**src/fieldbus_cmd_pkg.sv**
```systemverilog
package fieldbus_cmd_pkg;
   // ======================================================
   // command pulse bits on the fieldbus image
   localparam int CMD_W = 12;
   localparam int CMD_JOB_BEGIN = 0;
   localparam int CMD_RESULT_DUMP = 1;
   localparam int CMD_SEAT_SYNC = 2;
   localparam int CMD_TALLY_CLEAR = 3;
   localparam int CMD_PULSE_RUN = 4;
   localparam int CMD_TALLY_UP = 5;
   localparam int CMD_TALLY_DOWN = 6;
   localparam int CMD_JOB_RERUN = 7;
   localparam int CMD_STEP_SKIP = 8;
   localparam int CMD_JOB_CANCEL = 9;
   localparam int CMD_JOB_EXIT = 10;
   localparam int CMD_IDENT_STROBE = 11;
   // ======================================================
   // level bits on the fieldbus image
   localparam int LVL_W = 8;
   localparam int LVL_TIGHTEN_INH = 0;
   localparam int LVL_LOOSEN_INH = 1;
   localparam int LVL_ROT_BLOCK = 2;
   localparam int LVL_SRC_LO = 3;
   localparam int SRC_W = 5;
   // ======================================================
   // widths and status bits
   localparam int IDENT_W = 8;
   localparam int TALLY_W = 16;
   localparam int STEP_W = 7;
   localparam int PAUSE_W = 8;
   localparam int STAT_W = 4;
   localparam int STAT_JOB_RUN = 0;
   localparam int STAT_ROTATING = 1;
   localparam int STAT_LOCKED = 2;
   localparam int STAT_JOB_MODE = 3;
   // ======================================================
   // controller registers over axi4-lite
   localparam logic [3:0] OFS_CMD = 4'h0;
   localparam logic [3:0] OFS_LEVEL = 4'h4;
   localparam logic [3:0] OFS_STATUS = 4'h8;
   localparam logic [3:0] OFS_IDENT = 4'hC;
   localparam logic [LVL_W-1:0] LEVEL_RST = 8'h00;
   localparam logic [IDENT_W-1:0] IDENT_RST = 8'h00;
   localparam logic [1:0] RESP_OKAY = 2'h0;
   localparam logic [1:0] RESP_SLVERR = 2'h2;

   typedef enum logic [2:0] {
      SRC_INT_CH  = 3'b000,
      SRC_EXT_CH  = 3'b001,
      SRC_INT_JOB = 3'b010,
      SRC_EXT_JOB = 3'b011,
      SRC_IDENT   = 3'b100
   } source_e;

   function automatic logic [TALLY_W-1:0] tally_step(input logic [TALLY_W-1:0] v,
                                                     input logic up);
      tally_step = up ? v + 16'h0001 : v - 16'h0001;
   endfunction : tally_step
endpackage : fieldbus_cmd_pkg

```
**src/fieldbus_if.sv**
```systemverilog
`timescale 1ns/1ps
`default_nettype none
interface fieldbus_if;
   import fieldbus_cmd_pkg::*;
   logic [CMD_W-1:0] cmd_pulse;
   logic [LVL_W-1:0] cmd_level;
   logic [IDENT_W-1:0] ident_data;
   logic [STAT_W-1:0] status;
   modport master (
      output cmd_pulse,
      output cmd_level,
      output ident_data,
      input status
   );
   modport device (
      input cmd_pulse,
      input cmd_level,
      input ident_data,
      output status
   );
endinterface : fieldbus_if
`default_nettype wire

```
**src/fieldbus_job_command_decoder.sv**
```systemverilog
`timescale 1ns/1ps
`default_nettype none
module fieldbus_job_command_decoder (
   input wire logic clk,
   input wire logic reset_n,
   fieldbus_if.device bus,
   input wire logic line_tally_en,
   input wire logic [fieldbus_cmd_pkg::PAUSE_W-1:0] pause_time,
   input wire logic job_continue,
   input wire logic [fieldbus_cmd_pkg::TALLY_W-1:0] batch_default,
   input wire logic batch_complete,
   input wire logic job_request,
   input wire logic reverse_dir,
   input wire logic process_done,
   input wire logic process_timeout,
   input wire logic [2:0] selection_source_setting,
   output logic job_running_ff,
   output logic [fieldbus_cmd_pkg::STEP_W-1:0] job_step_ff,
   output logic [fieldbus_cmd_pkg::TALLY_W-1:0] batch_count_ff,
   output logic [fieldbus_cmd_pkg::TALLY_W-1:0] job_count_ff,
   output logic tool_locked_ff,
   output logic job_mode_ff,
   output logic panel_switch_en,
   output logic job_pass_ff,
   output logic result_dump_ff,
   output logic seat_sync_ff,
   output logic rotating_ff,
   output logic forced_stop_ff,
   output logic tighten_en_ff,
   output logic loosen_en_ff,
   output logic [fieldbus_cmd_pkg::IDENT_W-1:0] identifier_ff,
   output logic ident_valid_ff,
   output logic [2:0] active_source_ff
);
   import fieldbus_cmd_pkg::*;

   logic [CMD_W-1:0] cmd_s1_ff, cmd_s2_ff, cmd_s3_ff;
   logic [LVL_W-1:0] lvl_s1_ff, lvl_s2_ff;
   logic [IDENT_W-1:0] id_s1_ff, id_s2_ff;
   logic [CMD_W-1:0] rise;
   logic tighten_inh, loosen_inh, rot_block;
   logic internal_channel_source, external_channel_source;
   logic internal_job_source, external_job_source, identifier_source;
   logic begin_seen_ff;
   logic start_ok, run_ok, end_job;
   source_e nxt_source;

   // ======================================================
   // input synchronisers and rising-edge detect
   always_ff @(posedge clk or negedge reset_n) begin
      if (!reset_n) begin
         cmd_s1_ff <= '0;
         cmd_s2_ff <= '0;
         cmd_s3_ff <= '0;
         lvl_s1_ff <= '0;
         lvl_s2_ff <= '0;
         id_s1_ff <= '0;
         id_s2_ff <= '0;
      end else begin
         cmd_s1_ff <= bus.cmd_pulse;
         cmd_s2_ff <= cmd_s1_ff;
         cmd_s3_ff <= cmd_s2_ff;
         lvl_s1_ff <= bus.cmd_level;
         lvl_s2_ff <= lvl_s1_ff;
         id_s1_ff <= bus.ident_data;
         id_s2_ff <= id_s1_ff;
      end
   end

   // a held level acts once; only the rise counts
   assign rise = cmd_s2_ff & ~cmd_s3_ff;
   assign tighten_inh = lvl_s2_ff[LVL_TIGHTEN_INH];
   assign loosen_inh = lvl_s2_ff[LVL_LOOSEN_INH];
   assign rot_block = lvl_s2_ff[LVL_ROT_BLOCK];
   assign internal_channel_source = lvl_s2_ff[LVL_SRC_LO];
   assign external_channel_source = lvl_s2_ff[LVL_SRC_LO+1];
   assign internal_job_source = lvl_s2_ff[LVL_SRC_LO+2];
   assign external_job_source = lvl_s2_ff[LVL_SRC_LO+3];
   assign identifier_source = lvl_s2_ff[LVL_SRC_LO+4];

   // ======================================================
   // selection source; lowest override wins if several set
   always_comb begin
      if (internal_channel_source) begin
         nxt_source = SRC_INT_CH;
      end else if (external_channel_source) begin
         nxt_source = SRC_EXT_CH;
      end else if (internal_job_source) begin
         nxt_source = SRC_INT_JOB;
      end else if (external_job_source) begin
         nxt_source = SRC_EXT_JOB;
      end else if (identifier_source) begin
         nxt_source = SRC_IDENT;
      end else begin
         nxt_source = source_e'(selection_source_setting);
      end
   end

   always_ff @(posedge clk or negedge reset_n) begin
      if (!reset_n) begin
         active_source_ff <= SRC_INT_CH;
      end else begin
         active_source_ff <= nxt_source;
      end
   end

   // ======================================================
   // identifier latch
   always_ff @(posedge clk or negedge reset_n) begin
      if (!reset_n) begin
         identifier_ff <= '0;
         ident_valid_ff <= 1'b0;
      end else begin
         ident_valid_ff <= rise[CMD_IDENT_STROBE];
         if (rise[CMD_IDENT_STROBE]) begin
            identifier_ff <= id_s2_ff;
         end
      end
   end

   // ======================================================
   // job mode and job execution
   assign start_ok = job_mode_ff && !job_running_ff && job_request
                     && (!line_tally_en || begin_seen_ff);
   assign end_job = rise[CMD_JOB_CANCEL] || rise[CMD_JOB_EXIT];
   assign panel_switch_en = !job_mode_ff;

   always_ff @(posedge clk or negedge reset_n) begin
      if (!reset_n) begin
         begin_seen_ff <= 1'b0;
      end else if (rise[CMD_JOB_BEGIN]) begin
         begin_seen_ff <= 1'b1;
      end else if (start_ok) begin
         begin_seen_ff <= 1'b0;
      end
   end

   // job mode comes back on job begin from a job source or on an identifier strobe from the identifier source
   always_ff @(posedge clk or negedge reset_n) begin
      if (!reset_n) begin
         job_mode_ff <= 1'b1;
      end else if (rise[CMD_JOB_EXIT]) begin
         job_mode_ff <= 1'b0;
      end else if (rise[CMD_JOB_BEGIN] && (active_source_ff == SRC_INT_JOB
                   || active_source_ff == SRC_EXT_JOB)) begin
         job_mode_ff <= 1'b1;
      end else if (rise[CMD_IDENT_STROBE] && active_source_ff == SRC_IDENT) begin
         job_mode_ff <= 1'b1;
      end
   end

   always_ff @(posedge clk or negedge reset_n) begin
      if (!reset_n) begin
         job_running_ff <= 1'b0;
         job_step_ff <= '0;
         job_pass_ff <= 1'b0;
      end else begin
         job_pass_ff <= job_running_ff && end_job;
         if (end_job) begin
            job_running_ff <= 1'b0;
         end else if (start_ok) begin
            job_running_ff <= 1'b1;
            job_step_ff <= '0;
         end else if (job_running_ff && rise[CMD_JOB_RERUN]) begin
            job_step_ff <= '0;
         end else if (job_running_ff && rise[CMD_STEP_SKIP] && !job_continue) begin
            job_step_ff <= job_step_ff + 7'h01;
         end
      end
   end

   // ======================================================
   // batch and job tallies; fastening results are untouched
   always_ff @(posedge clk or negedge reset_n) begin
      if (!reset_n) begin
         batch_count_ff <= '0;
         job_count_ff <= '0;
      end else begin
         if (rise[CMD_TALLY_CLEAR]) begin
            batch_count_ff <= batch_default;
         end else if (!job_running_ff && (rise[CMD_TALLY_UP] ^ rise[CMD_TALLY_DOWN])) begin
            batch_count_ff <= tally_step(batch_count_ff, rise[CMD_TALLY_UP]);
         end
         if (start_ok || (job_running_ff && rise[CMD_JOB_RERUN])) begin
            job_count_ff <= '0;
         end else if (job_running_ff && (rise[CMD_TALLY_UP] ^ rise[CMD_TALLY_DOWN])) begin
            job_count_ff <= tally_step(job_count_ff, rise[CMD_TALLY_UP]);
         end
      end
   end

   // completion wins over a clear in the same cycle
   always_ff @(posedge clk or negedge reset_n) begin
      if (!reset_n) begin
         tool_locked_ff <= 1'b0;
      end else if (batch_complete) begin
         tool_locked_ff <= 1'b1;
      end else if (rise[CMD_TALLY_CLEAR]) begin
         tool_locked_ff <= 1'b0;
      end
   end

   // ======================================================
   // serial-port requests
   always_ff @(posedge clk or negedge reset_n) begin
      if (!reset_n) begin
         result_dump_ff <= 1'b0;
         seat_sync_ff <= 1'b0;
      end else begin
         result_dump_ff <= rise[CMD_RESULT_DUMP];
         seat_sync_ff <= rise[CMD_SEAT_SYNC] && (pause_time != '0);
      end
   end

   // ======================================================
   // rotation control
   assign run_ok = rise[CMD_PULSE_RUN] && !rot_block && !tool_locked_ff
                   && (reverse_dir ? !loosen_inh : !tighten_inh);

   always_ff @(posedge clk or negedge reset_n) begin
      if (!reset_n) begin
         tighten_en_ff <= 1'b0;
         loosen_en_ff <= 1'b0;
      end else begin
         tighten_en_ff <= !tighten_inh && !rot_block && !tool_locked_ff;
         loosen_en_ff <= !loosen_inh && !rot_block && !tool_locked_ff;
      end
   end

   // the run pulse only starts; the input dropping does not stop it
   always_ff @(posedge clk or negedge reset_n) begin
      if (!reset_n) begin
         rotating_ff <= 1'b0;
         forced_stop_ff <= 1'b0;
      end else begin
         forced_stop_ff <= rotating_ff && rot_block;
         if (rot_block || process_done || process_timeout) begin
            rotating_ff <= 1'b0;
         end else if (run_ok) begin
            rotating_ff <= 1'b1;
         end
      end
   end

   assign bus.status = {job_mode_ff, tool_locked_ff, rotating_ff, job_running_ff};
endmodule : fieldbus_job_command_decoder
`default_nettype wire

```
**src/flat_wrapper.sv**
```systemverilog
// flat-port wrapper written by rule: the top's interface ports become plain ports
module fieldbus_job_command_decoder_flat import fieldbus_cmd_pkg::*;
  (clk, reset_n, line_tally_en, pause_time, job_continue, batch_default, batch_complete, job_request, reverse_dir, process_done, process_timeout, selection_source_setting, job_running_ff, job_step_ff, batch_count_ff, job_count_ff, tool_locked_ff, job_mode_ff, panel_switch_en, job_pass_ff, result_dump_ff, seat_sync_ff, rotating_ff, forced_stop_ff, tighten_en_ff, loosen_en_ff, identifier_ff, ident_valid_ff, active_source_ff, bus_cmd_pulse, bus_cmd_level, bus_ident_data, bus_status);
  fieldbus_if bus_i ();
  input wire logic clk;
  input wire logic reset_n;
  input wire logic line_tally_en;
  input wire logic [fieldbus_cmd_pkg::PAUSE_W-1:0] pause_time;
  input wire logic job_continue;
  input wire logic [fieldbus_cmd_pkg::TALLY_W-1:0] batch_default;
  input wire logic batch_complete;
  input wire logic job_request;
  input wire logic reverse_dir;
  input wire logic process_done;
  input wire logic process_timeout;
  input wire logic [2:0] selection_source_setting;
  output logic job_running_ff;
  output logic [fieldbus_cmd_pkg::STEP_W-1:0] job_step_ff;
  output logic [fieldbus_cmd_pkg::TALLY_W-1:0] batch_count_ff;
  output logic [fieldbus_cmd_pkg::TALLY_W-1:0] job_count_ff;
  output logic tool_locked_ff;
  output logic job_mode_ff;
  output logic panel_switch_en;
  output logic job_pass_ff;
  output logic result_dump_ff;
  output logic seat_sync_ff;
  output logic rotating_ff;
  output logic forced_stop_ff;
  output logic tighten_en_ff;
  output logic loosen_en_ff;
  output logic [fieldbus_cmd_pkg::IDENT_W-1:0] identifier_ff;
  output logic ident_valid_ff;
  output logic [2:0] active_source_ff;
  input wire logic [$bits(bus_i.cmd_pulse)-1:0] bus_cmd_pulse;
  input wire logic [$bits(bus_i.cmd_level)-1:0] bus_cmd_level;
  input wire logic [$bits(bus_i.ident_data)-1:0] bus_ident_data;
  output wire logic [$bits(bus_i.status)-1:0] bus_status;
  assign bus_i.cmd_pulse = bus_cmd_pulse;
  assign bus_i.cmd_level = bus_cmd_level;
  assign bus_i.ident_data = bus_ident_data;
  assign bus_status = bus_i.status;
  fieldbus_job_command_decoder u_core (.clk(clk), .reset_n(reset_n), .bus(bus_i), .line_tally_en(line_tally_en), .pause_time(pause_time), .job_continue(job_continue), .batch_default(batch_default), .batch_complete(batch_complete), .job_request(job_request), .reverse_dir(reverse_dir), .process_done(process_done), .process_timeout(process_timeout), .selection_source_setting(selection_source_setting), .job_running_ff(job_running_ff), .job_step_ff(job_step_ff), .batch_count_ff(batch_count_ff), .job_count_ff(job_count_ff), .tool_locked_ff(tool_locked_ff), .job_mode_ff(job_mode_ff), .panel_switch_en(panel_switch_en), .job_pass_ff(job_pass_ff), .result_dump_ff(result_dump_ff), .seat_sync_ff(seat_sync_ff), .rotating_ff(rotating_ff), .forced_stop_ff(forced_stop_ff), .tighten_en_ff(tighten_en_ff), .loosen_en_ff(loosen_en_ff), .identifier_ff(identifier_ff), .ident_valid_ff(ident_valid_ff), .active_source_ff(active_source_ff));
endmodule
```
**config.mk**
```make
export PLATFORM = sky130hd
export DESIGN_NAME = fieldbus_job_command_decoder_flat
export DESIGN_NICKNAME = d
export VERILOG_FILES = /design/src/fieldbus_cmd_pkg.sv /design/src/fieldbus_if.sv /design/src/fieldbus_job_command_decoder.sv /design/src/flat_wrapper.sv
export SDC_FILE = /design/constraint.sdc
export NUM_CORES = 1
export LEC_CHECK = 0
export BUFFER_PORTS_ARGS = -buffer_cell sky130_fd_sc_hd__buf_4
export CORE_AREA = 5 5 90 155
export CTS_CLUSTER_SIZE = 12
export DETAILED_ROUTE_END_ITERATION = 8
export DIE_AREA = 0 0 95 160
export PLACE_DENSITY_LB_ADDON = 0.3
export SLEW_MARGIN = 20
export SYNTH_ARGS = -nofsm -noshare
export SYNTH_HDL_FRONTEND = slang
export SYNTH_SLANG_ARGS = --single-unit
```
**constraint.sdc**
```tcl
create_clock -name clk -period 3.1 [get_ports clk]
set_input_delay 0.465 -clock clk [delete_from_list [all_inputs] [get_ports clk]]
set_output_delay 0.465 -clock clk [all_outputs]
set_load 0.02 [all_outputs]
```
Yosys cells after proc, flatten, opt, wreduce, memory -nomap -nowiden
Cells that the tools add are included.
{"block": "totals", "regBits": 130, "inputBits": 64, "elab_cells": 106}
{"block": "op_classes", "addsub": 5, "n_eq_ne": 3, "n_mux": 26, "bitwise_logic": 4, "n_reduce_logical": 44}
{"operator": "$mux 16", "count": 6}
{"operator": "$add 16x1->16 const B", "count": 2}
{"operator": "$sub 16x1->16 const B", "count": 2}
{"operator": "$mux 7", "count": 3}
{"operator": "$logic_and 1x1->1", "count": 20}
{"operator": "$mux 3", "count": 5}
{"operator": "$and 12x12->12", "count": 1}
{"operator": "$mux 1", "count": 12}
{"operator": "$not 12->12", "count": 1}
{"operator": "$reduce_bool 2->1", "count": 6}
{"operator": "$logic_not 1->1", "count": 8}
{"operator": "$reduce_bool 8->1", "count": 1}
{"operator": "$add 7x1->7 const B", "count": 1}
{"operator": "$eq 3x2->1 const B", "count": 2}
{"operator": "$logic_or 1x1->1", "count": 6}
{"operator": "$reduce_bool 3->1", "count": 2}
{"operator": "$eq 3x3->1 const B", "count": 1}
{"operator": "$reduce_and 2->1", "count": 1}
{"operator": "$not 1->1", "count": 1}
{"operator": "$xor 1x1->1", "count": 1}

Longest topological paths before layout
{"block": "depth", "depth_word": 7, "depth_mapped": 10, "mapped_depth_nobuf": 9}

Least setup slack after synthesis
Ideal clock, no wire load.
{"block": "synth_path", "path_kind": "register to register", "from": "register u_core.cmd_s2_ff[5]", "to": "register u_core.batch_count_ff[14] in the netlist's numbering", "arrival_ns": 2.397, "required_ns": 3.018, "slack_ns": 0.621, "path_stages_with_launch": 11, "period_less_slack_ns": 2.479, "cell_sequence": "dfrtp_1 nand2b_4 buf_6 inv_1 fa_1 nand2b_1 a21o_1 a211oi_1 a311oi_1 xor2_1 a31oi_1"}
{"block": "synth_between", "elab_chain_cells": 4, "elab_cells_between_ends": 7, "classes_between": "mux (3); bitwise (2); reduce/logical (2)"}
{"element": "start: declaration", "line": "fieldbus_job_command_decoder.sv:37", "source": "logic [CMD_W-1:0] cmd_s1_ff, cmd_s2_ff, cmd_s3_ff;"}
{"element": "start signal: assignment", "line": "fieldbus_job_command_decoder.sv:61", "source": "cmd_s2_ff <= cmd_s1_ff;"}
{"element": "$and 12x12->12 *", "line": "fieldbus_job_command_decoder.sv:71", "source": "assign rise = cmd_s2_ff & ~cmd_s3_ff;"}
{"element": "$mux 16 / $xor 1x1->1 (equally long branches)", "line": "fieldbus_cmd_pkg.sv:57, fieldbus_job_command_decoder.sv:181"}
{"element": "$mux 16 / $logic_and 1x1->1 (equally long branches)", "line": "fieldbus_job_command_decoder.sv:181", "source": "end else if (!job_running_ff && (rise[CMD_TALLY_UP] ^ rise[CMD_TALLY_DOWN])) begin"}
{"element": "$mux 16 / $reduce_bool 2->1 (equally long branches)"}
{"element": "end signal: assignment", "line": "fieldbus_job_command_decoder.sv:180", "source": "batch_count_ff <= batch_default;"}
{"element": "end signal: assignment", "line": "fieldbus_job_command_decoder.sv:182", "source": "batch_count_ff <= tally_step(batch_count_ff, rise[CMD_TALLY_UP]);"}
{"element": "end: declaration", "line": "fieldbus_job_command_decoder.sv:19", "source": "output logic [fieldbus_cmd_pkg::TALLY_W-1:0] batch_count_ff,"}
Mark *: on every way between the ends. The rest lies on a longest branch, timed or not. The select of a mux whose other input is x is not followed.
A chain may end at the register's enable or synchronous reset.

Worst setup path after layout
Same ends and word-level chain as after synthesis.

==> results.cfg <==
[drt]
drtPass1Iterations = 4
wire_per_inst_um = 16.7
vias = 4621
drt_iter0_markers = 147
antenna_left = 0
drt-total-wl_um = 14200
drc = 0
via_per_inst = 5.41

[pwr]
p_int_uw = 4330
clockPowerShare_pct = 28.2
power.density_nw_per_um2 = 903
p_sw_uw = 2580
ir_drop_mv = 0.603
p_leak_uw = 0.00364
seq_power_share_pct = 31.8
switching_share_pct = 37.3
combinationalPowerShare_pct = 40.0

[critical_path]
required_ns = 3.33
critPathKind = register to register
worst_setup_path_end_kind = register
worstPathArrival_ns = 3.06
cp_max_fo = 23
critPathLaunchType = register

[logic_synthesis]
avgSynthCellArea_um2 = 11.1
synth_area_um2 = 5920
yosysUniqueCellTypes = 59
mappedNetlistNets = 633
synth-edff-count = 0
netlist_top_cells_area = dfrtp_1, ha_1, a21oi_1
yosysTopAreaCell = dfrtp_1
synthFlopType = dfrtp_1
ys_ff_latch = 130
synthArstFlopShare_pct = 100
postSynthCellCount = 533
ys_warn_count = 0
synth_top_area_share_pct = 54.5
ys_seq_area_share_pct = 55.0

[timing]
slew_violations = 0
layout_worst_path_cycle_share_pct = 91.0
maxClockFrequency_mhz = 354
clock_skew_ns = 0.0123
slew_headroom_pct = 32.5
setup_viol = 0
rsz0062_at_grt = no
setup_tns_ns = 0
hold_viol = 0
tightest_slew_ns = 1.01
min_period_ns = 2.82

[global_route]
grt_first_pass_wirelength_um = 23300
grt_max_degree = 78
gr-usage-all-layers_pct = 19.6
grt_pass1_vias = 4916
grt-ovfl-total = 0
grt_antenna_before_repair = 0

[floorplan]
die_h_um = 160
dieArea_um2 = 15200
initial_core_util_pct = 47.6
rows = 54
dieWidth_um = 95
core_um2 = 12400
ios = 130

[cells_and_area]
final_common_cell = buf_4
final_cell_mix = buf_4, dfrtp_1, a21oi_1, nand2_1, nor2_1
drive_above_1_share_pct = 27.0
area_growth_pct = 29.3
nets = 773
finalNonFillerCells = 854
antenna_cells = 0
fill_cells = 1061

[placement]
dp_hpwl_um = 10400
place_congestion = 0.867
dp_cells = 822
port_buffers = 129

[clock_tree]
hold_buffers = 0
clkTransAtPathRegs_ns = 0.07
cts_setup_buffers = 0
cts_buffers = 17
clkLatencyLatePin_ns = 0.41
cts_max_level = 4
cts.repair.resized = 0
clock-sinks = 130
cts_buffer_depth = 2
clock-root-buffer = clkbuf_16
cts_tree = done

[flow_run]
max_cap_viol_count = 0

[status]
status = completed

[hold_path]
min_path_type = primary input to asynchronous set/reset pin
flip-flops by register name, indices dropped and copies added, names as in the netlist, 3 cells and up:
| name | cells |
|---|---|
| u_core.batch_count_ff | 16 |
| u_core.cmd_s2_ff | 12 |
| u_core.cmd_s1_ff | 12 |
| u_core.id_s2_ff | 8 |
| u_core.id_s1_ff | 8 |
| u_core.active_source_ff | 3 |
| u_core.job_count_ff | 16 |
| u_core.lvl_s1_ff | 8 |
| u_core.cmd_s3_ff | 12 |
| u_core.lvl_s2_ff | 8 |
| u_core.identifier_ff | 8 |
| u_core.job_step_ff | 7 |
cell families after synthesis:
group	Yosys count	share of synthesized area, %
compound gates	141	15.1
xor+xnor	27	4.31
fa+ha+maj	36	7.86
buf+inv	30	2.43
flops	130	55.0
mux	10	1.86
simple gates	159	13.4
power by group through the flow:
stage	Combinational, uW	Clock, uW	Sequential (uW)
floorplan	1640	0	2420
global placement	2710	0	2220
detailed placement	2760	0	2230
CTS	2770	2000	2200
global route	3020	2060	2240
finish	2760	1950	2200
layer usage:
layer,part of all wire (%),global-route usage [%],up-vias
met2,55,35.5,140
met5,0,0,-
met1,37,21.1,2257
met4,3.2,9.07,0
met3,4.8,4.57,33
li1,-,-,2191
synthesized netlist by cell type, types with 6 or more instances:
cell / instances
nor2_1: 39
xnor2_1: 14
ha_1: 34
nor3_1: 7
a211oi_1: 8
o21ai_0: 27
and3_1: 7
nand3_1: 8
xor2_1: 12
mux2_2: 8
and2_1: 8
nand2_1: 47
a21o_1: 16
dfrtp_1: 129
o21a_1: 7
nor2b_1: 8
a31oi_1: 6
nand2b_1: 6
inv_1: 12
a21oi_1: 47
clkbuf_1: 8
worst paths after layout:
path / start / to / slack (ns) / cells past startpoint
max: u_core.cmd_s2_ff[5] / u_core.batch_count_ff[14] / 0.28 / 9
min: reset_n / u_core.batch_count_ff[10] / 0.08 / 1
max reg2reg: u_core.cmd_s2_ff[5] / u_core.batch_count_ff[14] / 0.28 / 9
min reg2reg: u_core.id_s1_ff[2] / u_core.id_s2_ff[2] / 0.35 / 0
max in group asynchronous: reset_n / u_core.active_source_ff[2] / 2.28 / 2
min in group clk: bus_cmd_level[6] / u_core.lvl_s1_ff[6] / 0.16 / 1
metrics by stage:
stage	total power [uW]	setup WS (ns)	area (um^2)	utilization (%)	hold WS [ns]
floorplan	4060	0.621	5920	-	0.169
global placement	4930	0.382	7080	57.0	0.332
detailed placement	4990	0.280	7080	57.0	0.335
CTS	6980	0.264	7660	61.6	0.102
global route	7320	0.0639	7660	61.6	0.144
finish	6910	0.278	7660	61.6	0.0830
critical path, stage by stage (launching register included):
cell,delay (ns)
dfrtp_1,0.41
nand2b_4,0.28
inv_1,0.19
fa_1,0.43
nand2b_1,0.18
a21o_1,0.19
a211oi_1,0.48
a311oi_1,0.21
xor2_1,0.18
a31oi_1,0.10
area by class of cell:
cell class	instances	area [um^2]	area share, %
flip-flops and latches	130	3250	42.5
multi-input cells	373	2530	33.0
well taps	168	210	2.75
repair buffers	139	1050	13.7
inverters	12	45.0	0.588
clock buffers	18	429	5.60
clock inverters	14	144	1.88
(Power assumes the default switching activity.)
